===== src/rtl/reset_seq_defines.svh =====
// reset sequencer constants: field positions, reset values, timing
// assumes the includer provides `timescale where needed
`ifndef RESET_SEQ_DEFINES_SVH
`define RESET_SEQ_DEFINES_SVH
`define CLK_FREQ_HZ 25000000
`define POR_TIMEOUT_MS 100
// longest time not involved; least time rounds down (integer divide truncates)
`define POR_TIMEOUT_CYC ((`CLK_FREQ_HZ / 1000) * `POR_TIMEOUT_MS)
`define SRC_PIN_BIT 0
`define SRC_POR_BIT 1
`define SRC_MCLK_BIT 2
`define SRC_SW_BIT 3
`define SRC_WDOG_BIT 4
`define SRC_CMP_BIT 5
`define SRC_CNV_BIT 6
`define PORT_LATCH_RST 8'hff
`define PC_RST 16'h0000
`define OSC_SEL_INTERNAL 1'b0
`define OSC_DIV_2MHZ 3'h0
`define WDOG_INTERVAL_MAX 3'h7
`define PIN_RELEASE_CYC 12
`endif


===== src/rtl/reset_seq_pkg.sv =====
// types shared by the reset sequencer
// assumes nothing beyond a SystemVerilog compiler
package reset_seq_pkg;
  typedef enum logic [1:0] {
    stRun,
    stPor,
    stHold,
    stRelease
  } seq_state_t;
  typedef struct packed {
    logic [15:0] pcInit;
    logic [7:0] portLatch;
    logic pullUpEn;
    logic oscSel;
    logic [2:0] oscDiv;
    logic wdogEnable;
    logic [2:0] wdogInterval;
  } core_init_t;
  typedef struct packed {
    logic pin;
    logic cnv;
    logic sw;
    logic cmp;
    logic mclk;
    logic wdog;
  } req_t;
endpackage


===== src/rtl/release_counter.sv =====
// down counter timing one stretch of the reset sequence
// assumes a load pulse and a synchronous active-high reset
`timescale 1ns/10ps
module release_counter
  import reset_seq_pkg::*;
#(
  parameter int WIDTH = 22
)
(
  // clock and reset
  input wire logic clk,
  input wire logic rst,
  // control
  input wire logic load,
  input wire logic [WIDTH-1:0] loadValue,
  // status
  output logic done
);
  logic [WIDTH-1:0] count_q;

  always_ff @(posedge clk)
  begin
    if (rst)
      count_q <= '0;
    else if (load)
      count_q <= loadValue;
    else if (count_q != '0)
      count_q <= count_q - 1'b1;
  end

  assign done = (count_q == '0) && !load;
endmodule // release_counter


===== src/rtl/reset_sequencer.sv =====
// central reset sequencer: gathers seven reset requests, holds the core,
// times the supply-monitor stretch and records the reset source
// assumes all inputs synchronous to clk; rst is the clock's own reset
//
// How it works
// RULE_01 - reset halts core, pins known, registers defaulted
// RULE_02 - interrupts and timers disabled during, after reset; code drops intTimerDisable with coreReset on exit
// RULE_03 - program counter cleared to zero on exit
// RULE_04 - internal data memory never touched by reset
// RULE_05 - stack pointer reinitialised by reset
// RULE_06 - port latches all ones, pull-ups enabled
// RULE_07 - supply or software power-on drives pin low
// RULE_08 - internal oscillator at 2MHz selected after reset
// RULE_09 - watchdog enabled with longest interval on exit
// RULE_10 - seven requesters enter the reset state
// RULE_11 - hold reset while supply below threshold
// RULE_12 - pin held low for 100ms timeout
// RULE_13 - power-on exit sets power-on flag
// RULE_14 - other flags undefined after power-on
// RULE_15 - non-power-on reset clears power-on flag
// RULE_16 - software must treat memory invalid after power-on
// RULE_17 - software write of one forces power-on
// RULE_18 - later supply dip re-enters, exits as power-on
// RULE_19 - release synchronised so all leave together
`include "reset_seq_defines.svh"
`timescale 1ns/10ps
module reset_sequencer
  import reset_seq_pkg::*;
#(
  parameter int POR_CYCLES = `POR_TIMEOUT_CYC,
  parameter int PIN_CYCLES = `PIN_RELEASE_CYC
)
(
  // clock and reset
  input wire logic clk,
  input wire logic rst,
  // supply monitor and reset pin
  input wire logic supplyLow,
  input wire logic rstPinIn,
  output logic rstPinOut,
  output logic rstPinOe,
  // other requesters
  input wire logic cnvStrobeN,
  input wire logic cnvResetEn,
  input wire logic cmpOutN,
  input wire logic cmpResetEn,
  input wire logic missingClock,
  input wire logic wdogOverflow,
  input wire logic swPorWrite,
  // core side
  output logic coreReset,
  output logic intTimerDisable,
  output logic spReinit,
  output core_init_t coreInit,
  output logic [7:0] resetSource
);
  localparam int CW = 23;

  seq_state_t state_q;
  logic porPending_q;
  logic [7:0] source_q;
  req_t req;
  req_t latched_q;
  logic anyReq;
  logic cntLoad;
  logic [CW-1:0] cntValue;
  logic cntDone;
  logic porKick_q;
  logic otherReset_q;
  logic [CW-1:0] porAge_q;
  logic [CW-1:0] reqGap_q;

  // the pin output itself is one of our own sources, so ignore it while we drive
  assign req.pin = !rstPinIn && !rstPinOe; // RULE_10
  assign req.cnv = cnvResetEn && !cnvStrobeN; // RULE_10
  assign req.cmp = cmpResetEn && !cmpOutN; // RULE_10
  assign req.sw = 1'b0;
  assign req.mclk = missingClock; // RULE_10
  assign req.wdog = wdogOverflow; // RULE_10
  assign anyReq = req.pin | req.cnv | req.cmp | req.mclk | req.wdog;

  release_counter #(
    .WIDTH(CW)
  ) u_release (
    .clk(clk),
    .rst(rst),
    .load(cntLoad),
    .loadValue(cntValue),
    .done(cntDone)
  );

  // power-on path has priority: supply dip or software write restarts it
  always_ff @(posedge clk)
  begin
    if (rst)
      state_q <= stPor;
    else if (supplyLow || swPorWrite) // RULE_11 RULE_17 RULE_18
      state_q <= stPor;
    else
    begin
      unique case (state_q)
        stRun:
          if (anyReq)
            state_q <= stHold;
        stPor:
          if (cntDone)
            state_q <= stRelease; // RULE_12
        stHold:
          if (!anyReq)
            state_q <= stRelease;
        stRelease:
          if (anyReq)
            state_q <= stHold;
          else if (cntDone)
            state_q <= stRun; // RULE_19
      endcase
    end
  end

  // counter: 100ms for power-on, pin release minimum otherwise
  always_comb
  begin
    cntLoad = 1'b0;
    cntValue = '0;
    if (porKick_q || supplyLow || swPorWrite || (state_q == stRun && anyReq) || (state_q == stRelease && anyReq))
    begin
      cntLoad = 1'b1;
      cntValue = (porKick_q || supplyLow || swPorWrite) ? CW'(POR_CYCLES) : CW'(PIN_CYCLES); // RULE_12
    end
    else if (state_q == stHold)
    begin
      cntLoad = 1'b1;
      cntValue = CW'(PIN_CYCLES);
    end
  end

  // counter is cleared under rst, so the first power-on stretch loads one cycle after it
  always_ff @(posedge clk)
  begin
    if (rst)
      porKick_q <= 1'b1; // RULE_12
    else
      porKick_q <= 1'b0;
  end

  always_ff @(posedge clk)
  begin
    if (rst)
      porPending_q <= 1'b1;
    else if (supplyLow || swPorWrite)
      porPending_q <= 1'b1;
    else if (state_q == stRun)
      porPending_q <= 1'b0;
  end

  always_ff @(posedge clk)
  begin
    if (rst)
      latched_q <= '0;
    else if (state_q == stRun && !anyReq)
      latched_q <= '0;
    else
      latched_q <= latched_q | req;
  end

  // only flags the source; other bits left zero, software treats them as undefined after power-on
  always_ff @(posedge clk)
  begin
    if (rst)
      source_q <= 8'h02;
    else if (state_q == stRelease && cntDone && !anyReq && !supplyLow && !swPorWrite)
    begin
      source_q <= '0;
      if (porPending_q)
        source_q[`SRC_POR_BIT] <= 1'b1; // RULE_13 RULE_14
      else
      begin
        source_q[`SRC_POR_BIT] <= 1'b0; // RULE_15
        source_q[`SRC_PIN_BIT] <= latched_q.pin;
        source_q[`SRC_MCLK_BIT] <= latched_q.mclk;
        source_q[`SRC_WDOG_BIT] <= latched_q.wdog;
        source_q[`SRC_CMP_BIT] <= latched_q.cmp;
        source_q[`SRC_CNV_BIT] <= latched_q.cnv;
      end
    end
  end

  assign resetSource = source_q;
  // one registered state, so every register leaves reset on the same edge
  assign coreReset = (state_q != stRun); // RULE_01 RULE_19
  assign intTimerDisable = coreReset; // RULE_02
  assign spReinit = coreReset; // RULE_04 RULE_05
  // data memory has no reset path from here
  assign rstPinOe = (state_q == stPor); // RULE_07 RULE_12
  assign rstPinOut = 1'b0;

  always_comb
  begin
    coreInit.pcInit = `PC_RST; // RULE_03
    coreInit.portLatch = `PORT_LATCH_RST; // RULE_06
    coreInit.pullUpEn = 1'b1; // RULE_06
    coreInit.oscSel = `OSC_SEL_INTERNAL; // RULE_08
    coreInit.oscDiv = `OSC_DIV_2MHZ; // RULE_08
    coreInit.wdogEnable = 1'b1; // RULE_09
    coreInit.wdogInterval = `WDOG_INTERVAL_MAX; // RULE_09
  end

  // checker helpers: cycles since the last power-on cause and since the last request
  always_ff @(posedge clk)
  begin
    if (rst || supplyLow || swPorWrite)
      porAge_q <= '0;
    else if (porAge_q != '1)
      porAge_q <= porAge_q + 1'b1;
  end

  always_ff @(posedge clk)
  begin
    if (rst || supplyLow || swPorWrite || anyReq)
      reqGap_q <= '0;
    else if (reqGap_q != '1)
      reqGap_q <= reqGap_q + 1'b1;
  end

  // remembers that the pending exit is not a power-on one
  always_ff @(posedge clk)
  begin
    if (rst || supplyLow || swPorWrite)
      otherReset_q <= 1'b0;
    else if (state_q == stRun && anyReq)
      otherReset_q <= 1'b1;
  end
endmodule // reset_sequencer


===== config.mk =====
export PLATFORM = sky130hd
export DESIGN_NAME = reset_sequencer
export DESIGN_NICKNAME = d
export VERILOG_FILES = /design/src/rtl/reset_seq_pkg.sv /design/src/rtl/release_counter.sv /design/src/rtl/reset_sequencer.sv
export VERILOG_INCLUDE_DIRS = /design/src /design/src/rtl
export SDC_FILE = /design/constraint.sdc
export NUM_CORES = 1
export LEC_CHECK = 0
export BUFFER_PORTS_ARGS = -buffer_cell sky130_fd_sc_hd__buf_2
export CORE_MARGIN = 1
export CORE_UTILIZATION = 40
export DETAILED_ROUTE_END_ITERATION = 7
export GPL_TIMING_DRIVEN = 0
export SLEW_MARGIN = 20
export SYNTH_ARGS = -nofsm -noshare
export SYNTH_HDL_FRONTEND = slang
export SYNTH_SLANG_ARGS = --single-unit

===== constraint.sdc =====
create_clock -name clk -period 2.4 [get_ports clk]
set_input_delay 0.48 -clock clk [delete_from_list [all_inputs] [get_ports clk]]
set_output_delay 0.48 -clock clk [all_outputs]
set_load 0.05 [all_outputs]

==> results of run 1 <==
## power groups by stage
stage          Combinational (µW)  Clock, µW  Sequential (µW)
2_1_floorplan                 262          0              675
3_3_place_gp                  295          0              679
3_5_place_dp                  296          0              679
4_1_cts                       300        675              665
5_1_grt                       335        710              669
6_report                      314        658              666
## what timing repair did
item                       CTS  global route
setup buffers                0             7
hold endpoints to repair     0             0
resized for setup            7            11
setup endpoints to repair   27            21
pin swaps                    1             1
## critical path, cell delays in order, from the launching register on
cell and delay, ns:
dfxtp_1 0.37, or4_1 0.60, or4_1 0.52, or4b_1 0.52, a21oi_1 0.15
## cell families (layout without fill, tap and decap cells)
family,count (synthesis),after routing
fa+ha+maj,5,5
buf+inv,54,89
flops,38,38
other cells,2,36
xor+xnor,6,6
simple gates,95,95
mux,3,3
compound gates,66,66
## worst min-delay path by stage
stage / from / to / slack (ns) / cells past startpoint
final: rst / porKick_q / 0.32 / 1
after global routing: rst / porKick_q / 0.31 / 1
after CTS: rst / porKick_q / 0.31 / 1
after detailed placement: latched_q[0] / latched_q[0] / 0.46 / 1
after global placement: latched_q[1] / latched_q[1] / 0.45 / 1
after floorplan: latched_q[0] / latched_q[0] / 0.43 / 1
## sequential cells by signal (all words and copies together), names as in the netlist
signal and cells:
resetSource 6, latched_q 5, u_release.count_q 23, state_q 2, porKick_q 1, porPending_q 1
## layer usage
metal / global-route usage (%) / part of all wire [%] / up-vias
met1: 23.83 / 46 / 913
met2: 28.66 / 47 / 69
met4: 7.358 / 0.69 / 0
li1: - / - / 1051
met3: 3.571 / 6.2 / 3
met5: 0 / 0 / -
## stage by stage
stage	hold slack (ns)	std cells	area (µm²)	setup WS (ns)	utilization, %
2_1_floorplan	0.4275	303	2381	0.1407	-
3_3_place_gp	0.4504	393	2569	-0.4089	48.74
6_report	0.3241	408	2845	0.1708	53.99
5_1_grt	0.3108	408	2845	0.004426	53.99
4_1_cts	0.3090	401	2745	0.006054	52.09
3_5_place_dp	0.4586	393	2569	-0.4206	48.74
## area by class of cell
| type | instances | area, µm² | area share, % |
|---|---|---|---|
| buffer | 46 | 326.6 | 11.48 |
| clock buffer | 5 | 68.82 | 2.419 |
| clock inverter | 3 | 68.82 | 2.419 |
| inverter | 8 | 30.03 | 1.055 |
| multi-input combinational | 211 | 1348 | 47.36 |
| sequential | 38 | 763.2 | 26.82 |
| tap | 70 | 87.58 | 3.078 |
| timing repair buffer | 27 | 152.6 | 5.365 |
## cells in the final DEF (no fill, tap or decap), drive strengths merged, types with 2 or more instances in the layout
master	instances
mux2i	3
nand2	6
o21ai	16
clkbuf	11
ha	5
nor4	8
dfxtp	38
or3	9
or2	5
buf	67
bufinv	2
inv	8
nor2	18
nand3	10
nor3b	2
o31a	2
and3	3
nand4b	8
nor4b	4
o21a	5
o31ai	4
conb	36
o41ai	2
a211oi	3
a21o	2
a21oi	25
or4	9
xor2	4
nor3	7
xnor2	2
nor2b	2
==> impl_metrics.json, run 1 <==
{
  "cp_max_fo": 6,
  "grt_pass1_wl_um": 8556,
  "dieHeight_um": 77.02,
  "remaining_drc_errors": 0,
  "dp_hpwl_um": 3805,
  "combPwrFrac_pct": 19.2,
  "hold_buffers": 0,
  "tightest_slew_ns": 0.6914,
  "leakage_uw": 0.001211,
  "synth_top_family_by_area": "simple AND/OR/NAND/NOR gates",
  "ys.flop_type": "dfxtp_1",
  "grt_max_degree": 14,
  "clk_latency_ns": 0.30,
  "min_period_ns": 2.229,
  "tns_ns": 0,
  "synth_fa_ha_area_share_pct": 2.779,
  "die_x_um": 77.02,
  "syn2layout_area_growth_pct": 26.40,
  "finalWirelength_um": 5229,
  "start_kind": "register",
  "firstDrtPassIters": 4,
  "initial_utilization_pct": 42.71,
  "cts_sinks": 38,
  "p_int_uw": 1167,
  "crit_path_start": "u_release.count_q[9]",
  "synth_edf_count": 0,
  "yosysTopAreaCell": "dfxtp_1",
  "power_frac_seq_pct": 40.7,
  "synthXorXnorAreaFrac_pct": 2.335,
  "synth_top_area_share_pct": 33.80,
  "sw_frac_of_total_pct": 28.76,
  "synth_area_leaders": "dfxtp_1, buf_4, a21oi_1",
  "cp.arrival_ns": 2.45,
  "final-hold-violation-count": 0,
  "routedWlPerCell_um": 12.82,
  "outcome": "completed",
  "cts_buffers": 5,
  "muxShareOfSynthArea_pct": 1.334,
  "cts_tree": "built",
  "synth.most_common_cell": "buf_4",
  "clk_pin_slew_ns": 0.08,
  "post-route-period-util_pct": 92.88,
  "synth_area_mm2": 0.002251,
  "synthDistinctLibCells": 47,
  "core_area_mm2": 0.005270,
  "num-nets-final": 353,
  "skew_ns": 0.007557,
  "grt_overflow": 0,
  "maxSlewHeadroom_pct": 53.48,
  "viasPerCell": 4.990,
  "path_class": "register to register",
  "gp_congestion": 0.8056,
  "rrSetupSlack_ns": 0.17,
  "hold_class": "primary input to register",
  "placementRows": 26,
  "r2r_cells": 4,
  "fill_cells": 511,
  "yosysWarnings": 0,
  "yosysSeqAreaShare_pct": 33.80,
  "io_buffers": 20,
  "p_total_uw": 1638,
  "power_frac_clock_pct": 40.1,
  "maxCapViolCount": 0,
  "diodes": 0,
  "grt.total_usage_pct": 18.04,
  "clock.fmax_mhz": 448.6,
  "yosys.area_share.simple_pct": 25.68,
  "postSynth.asyncResetShare_pct": 0,
  "antenna_found_initial": 0,
  "r2r-end": "u_release.count_q[20]",
  "pin_count": 57,
  "rsz0062_at_grt": "false",
  "dr_total_vias": 2036,
  "crit_required_ns": 2.63,
  "dieArea_mm2": 0.005931,
  "root_buffer": "clkbuf_8",
  "setup_viol": 0,
  "syn_inst": 269,
  "drtIter0Drc": 85,
  "clk_path_buf_depth": 2,
  "avgSynthCellArea_um2": 8.368,
  "grt_pass1_vias": 1780,
  "worstSetupEndpoint": "u_release.count_q[20]",
  "switching_power_uw": 471.3,
  "r2r_start": "u_release.count_q[9]",
  "drive_above_1_share_pct": 27.81,
  "ys_ff_latch": 38,
  "synth_common_cells": "buf_4, dfxtp_1, a21oi_1",
  "drv_slew": 0,
  "p_per_area_mw_per_mm2": 575.8,
  "vdd_drop_max_uv": 241.8,
  "final_antenna_net_count": 0,
  "cts_htree_levels": 2,
  "end_kind": "register",
  "synth_compound_area_share_pct": 18.18
}
No activity file was read; power rests on OpenSTA's default activity.
==> inputs of run 2 (changes only) <==
--- a/config.mk
+++ b/config.mk
@@ -11,6 +11,8 @@
 export CORE_UTILIZATION = 40
 export DETAILED_ROUTE_END_ITERATION = 7
 export GPL_TIMING_DRIVEN = 0
+export PLACE_DENSITY_LB_ADDON = 0.2
+export SKIP_CTS_REPAIR_TIMING = 1
 export SLEW_MARGIN = 20
 export SYNTH_ARGS = -nofsm -noshare
 export SYNTH_HDL_FRONTEND = slang
==> impl_metrics.json, run 2 (same netlist as run 1, synthesis figures left out) <==
{
  "outcome": "completed",
  "cp_top_family": "simple AND/OR/NAND/NOR gates",
  "worstPathCellList": "inv_1 > ha_1 > or2_2 > o41a_1 > nor4b_4 > buf_6 > buf_4 > nand4b_1 > a21oi_1",
  "holdPathEnd": "porKick_q",
  "combPwrFrac_pct": 19.0,
  "r2r_cells": 9,
  "antenna_found_initial": 0,
  "skew_ns": 0.007081,
  "r2r_start": "state_q[0]",
  "viasPerCell": 5.037,
  "regMostFlops": "u_release.count_q",
  "min-delay-start": "rst",
  "power_frac_clock_pct": 40.3,
  "rrSetupSlack_ns": 0.13,
  "drive_above_1_share_pct": 27.81,
  "io_buffers": 20,
  "final_common_cell": "buf_4",
  "path_buf_inv": 3,
  "fill_cells": 494,
  "post-route-util_pct": 54.06,
  "tightest_slew_ns": 0.7354,
  "cp_max_fo": 10,
  "clk_latency_ns": 0.29,
  "remaining_drc_errors": 0,
  "holdWs_ns": 0.3418,
  "clk_path_buf_depth": 2,
  "p_total_uw": 1635,
  "cp.arrival_ns": 2.49,
  "worst_path_max_delay_cell": "nor4b_4",
  "root_buffer": "clkbuf_8",
  "cp.depth": 9,
  "p_per_area_mw_per_mm2": 574.0,
  "firstDrtPassIters": 4,
  "dp_hpwl_um": 3749,
  "grt_pass1_wl_um": 8362,
  "layout_common_cells": "buf_4, conb_1, dfxtp_1",
  "switching_power_uw": 471.7,
  "cts_tree": "built",
  "setup_viol": 0,
  "hold_class": "primary input to register",
  "grt.total_usage_pct": 17.33,
  "leakage_uw": 0.001213,
  "start_kind": "register",
  "maxSlewHeadroom_pct": 50.52,
  "crit_required_ns": 2.62,
  "core_area_mm2": 0.005270,
  "largest_register_ffs": 23,
  "final_antenna_net_count": 0,
  "diodes": 0,
  "cts_htree_levels": 2,
  "end_kind": "register",
  "die_x_um": 77.02,
  "vdd_drop_max_uv": 259.9,
  "clk_pin_slew_ns": 0.08,
  "placed_cell_area_mm2": 0.002569,
  "power_frac_seq_pct": 40.8,
  "pin_count": 57,
  "cts_buffers": 5,
  "grt_pass1_vias": 1844,
  "grt_overflow": 0,
  "num-nets-final": 353,
  "path_class": "register to register",
  "design_area_mm2": 0.002849,
  "min_period_ns": 2.274,
  "dieArea_mm2": 0.005931,
  "drv_slew": 0,
  "slowest_delay_ns": 0.38,
  "cts_sinks": 38,
  "gp_congestion": 0.8330,
  "placementRows": 26,
  "dieHeight_um": 77.02,
  "drtIter0Drc": 134,
  "finalWirelength_um": 5162,
  "r2r-end": "resetSource[2]",
  "hold_depth": 1,
  "post-route-period-util_pct": 94.77,
  "final-hold-violation-count": 0,
  "routedWlPerCell_um": 12.65,
  "dr_total_vias": 2055,
  "p_int_uw": 1164,
  "grt_max_degree": 14,
  "syn2layout_area_growth_pct": 26.57,
  "sw_frac_of_total_pct": 28.85,
  "clock.fmax_mhz": 439.7,
  "initial_utilization_pct": 42.71,
  "maxCapViolCount": 0
}
[run 2: stage by stage]
stage	setup slack [ns]	cells	TNS, ns
floorplan	0.1407	303	0
global placement	-0.4049	393	-5.771
detailed placement	-0.4536	393	-6.183
CTS	-0.4801	401	-6.904
global route	-0.02289	408	-0.02289
finish	0.1256	408	0
[run 2: cell type report]
| cell class | count | area (µm²) | area share, % |
|---|---|---|---|
| inverter | 8 | 30.03 | 1.054 |
| buffer | 46 | 326.6 | 11.46 |
| clock buffer | 5 | 68.82 | 2.415 |
| tap | 70 | 87.58 | 3.074 |
| timing repair buffer | 27 | 152.6 | 5.358 |
| multi-input combinational | 211 | 1351 | 47.43 |
| sequential | 38 | 763.2 | 26.79 |
| clock inverter | 3 | 68.82 | 2.415 |
[run 2: layer usage]
layer  global-route usage, %  routed length [µm]
met3                   3.333                 253
met2                   29.64                2468
met5                       0                   0
met4                   5.283                  35
met1                   21.90                2405
[run 2: power by group through the flow]
| stage | clock network [µW] | logic, µW | registers (µW) |
|---|---|---|---|
| floorplan | 0 | 262 | 675 |
| global placement | 0 | 294 | 678 |
| detailed placement | 0 | 295 | 679 |
| CTS | 669 | 296 | 664 |
| global route | 697 | 332 | 669 |
| finish | 659 | 310 | 666 |
[run 2: how the worst max path moves through the flow]
| stage | startpoint | endpoint | slack (ns) |
|---|---|---|---|
| 3_5_place_dp | u_release.count_q[0] | resetSource[2] | -0.45 |
| 3_3_place_gp | u_release.count_q[0] | resetSource[5] | -0.40 |
| 4_1_cts | u_release.count_q[0] | resetSource[2] | -0.48 |
| 6_report | state_q[0] | resetSource[2] | 0.13 |
| 2_1_floorplan | state_q[1] | resetSource[0] | 0.14 |
| 5_1_grt | state_q[0] | resetSource[5] | -0.02 |
==> inputs of run 3 (changes only) <==
--- a/config.mk
+++ b/config.mk
@@ -6,6 +6,7 @@
 export SDC_FILE = /design/constraint.sdc
 export NUM_CORES = 1
 export LEC_CHECK = 0
+export ABC_AREA = 1
 export BUFFER_PORTS_ARGS = -buffer_cell sky130_fd_sc_hd__buf_2
 export CORE_MARGIN = 1
 export CORE_UTILIZATION = 40
==> impl_metrics.json, run 3 <==
{
  "outcome": "completed",
  "maxSlewHeadroom_pct": 59.22,
  "final_antenna_net_count": 0,
  "drv_slew": 0,
  "grt_max_degree": 13,
  "clk_pin_slew_ns": 0.07,
  "rsz0062_at_grt": "false",
  "drtIter0Drc": 95,
  "dieArea_mm2": 0.006403,
  "path_class": "register to primary output",
  "yosysWarnings": 0,
  "skew_ns": 0.009166,
  "grt_pass1_vias": 1843,
  "postSynth.asyncResetShare_pct": 0,
  "leakage_uw": 0.001488,
  "grt_overflow": 0,
  "synth_common_cells": "nand2_1, nor2_1, inv_1",
  "remaining_drc_errors": 0,
  "syn_inst": 359,
  "synth.most_common_cell": "nand2_1",
  "root_buffer": "clkbuf_8",
  "start_kind": "register",
  "worstPathCellList": "inv_1 > ha_1 > inv_1 > buf_4 > buf_2",
  "cts_buffers": 5,
  "maxCapViolCount": 0,
  "synth_top_area_share_pct": 31.24,
  "cts_htree_levels": 2,
  "hold_class": "primary input to register",
  "clk_latency_ns": 0.29,
  "cts_tree": "built",
  "placementRows": 28,
  "regMostFlops": "u_release.count_q",
  "cts_sinks": 38,
  "cp_top_family": "buffers and inverters",
  "grt_pass1_wl_um": 7872,
  "path_buf_inv": 4,
  "r2r_start": "u_release.count_q[0]",
  "cp.depth": 5,
  "synth_area_leaders": "dfxtp_1, nand2_1, buf_4",
  "io_buffers": 20,
  "yosysTopAreaCell": "dfxtp_1",
  "setup_viol": 0,
  "worst_path_max_delay_cell": "dfxtp_1",
  "finalWirelength_um": 4671,
  "clk_path_buf_depth": 2,
  "synthDistinctLibCells": 33,
  "tns_ns": 0,
  "dp_hpwl_um": 3638,
  "dr_total_vias": 2139,
  "min-delay-start": "rst",
  "avgSynthCellArea_um2": 6.782,
  "firstDrtPassIters": 4,
  "drive_above_1_share_pct": 22.57,
  "largest_register_ffs": 23,
  "post-route-period-util_pct": 81.65,
  "dieHeight_um": 80.02,
  "clock.fmax_mhz": 510.3,
  "core_area_mm2": 0.005886,
  "tightest_slew_ns": 0.6117,
  "p_per_area_mw_per_mm2": 580.1,
  "worstSetupEndpoint": "intTimerDisable",
  "final_common_cell": "nand2_1",
  "synth_area_mm2": 0.002435,
  "layout_common_cells": "nand2_1, nor2_1, inv_1",
  "routedWlPerCell_um": 9.417,
  "holdWs_ns": 0.3060,
  "rrSetupSlack_ns": 0.53,
  "crit_path_start": "state_q[0]",
  "gp_congestion": 0.8258,
  "vdd_drop_max_uv": 316.0,
  "slowest_delay_ns": 0.38,
  "r2r_cells": 11,
  "cp_max_fo": 5,
  "synth_edf_count": 0,
  "initial_utilization_pct": 41.37,
  "pin_count": 57,
  "end_kind": "primary output",
  "crit_required_ns": 1.92,
  "num-nets-final": 436,
  "min_period_ns": 1.960,
  "yosysSeqAreaShare_pct": 31.24,
  "ys_ff_latch": 38,
  "ys.flop_type": "dfxtp_1",
  "antenna_found_initial": 0,
  "cp.arrival_ns": 1.48,
  "die_x_um": 80.02,
  "viasPerCell": 4.313,
  "syn2layout_area_growth_pct": 19.06,
  "grt.total_usage_pct": 15.72,
  "final-hold-violation-count": 0,
  "r2r-end": "resetSource[6]",
  "diodes": 0,
  "crit_top_cell": "inv_1"
}
-- run 3: how the worst min path moves through the flow --
stage	end	slack, ns	depth (start not counted)
detailed placement	resetSource[1]	0.46	2
global route	porKick_q	0.30	1
global placement	resetSource[1]	0.45	2
floorplan	resetSource[1]	0.44	2
CTS	porKick_q	0.29	1
finish	porKick_q	0.31	1
-- run 3: area by class of cell --
| class | count | area, µm² |
|---|---|---|
| buffer | 41 | 305.3 |
| clock buffer | 6 | 82.58 |
| clock inverter | 2 | 60.06 |
| fill | 614 | 2987 |
| inverter | 45 | 173.9 |
| multi-input combinational | 269 | 1323 |
| sequential | 38 | 760.7 |
| tap | 75 | 93.84 |
| timing repair buffer | 20 | 100.1 |
-- run 3: kinds of logic after synthesis --
logic type	Yosys count	share of synthesized area, %
adder cells (fa/ha/maj)	5	2.569
flip-flops	38	31.24
other	2	0.3084
buffers and inverters	86	19.68
AO/OA/AOI/OAI	30	7.245
XOR/XNOR	6	2.158
AND/OR/NAND/NOR	192	36.79
-- run 3: metrics by stage --
step                      cell area, µm²  total power [µW]  utilization, %  std cells  setup WS [ns]
after floorplan                     2562             976.7               -        393         0.3743
after global placement              2756              1012           46.83        488         0.4807
after detailed placement            2756              1014           46.83        488         0.4736
after CTS                           2899              1702           49.26        496         0.4129
after global routing                2899              1759           49.26        496         0.3466
final                               2899              1682           49.26        496         0.4404
-- run 3: routing by layer --
layer	global-route usage, %	share of wire [%]
met1	19.10	46
met2	27.18	48
met3	3.086	4.3
met4	5.893	1.5
met5	0	0
-- run 3: power by group --
part / total [µW] / switching [µW] / internal (µW) / leakage [µW]
Clock: 678 / 235 / 444 / 0.0000714
Combinational: 338 / 237 / 101 / 0.00111
Sequential: 665 / 15.8 / 650 / 0.000311
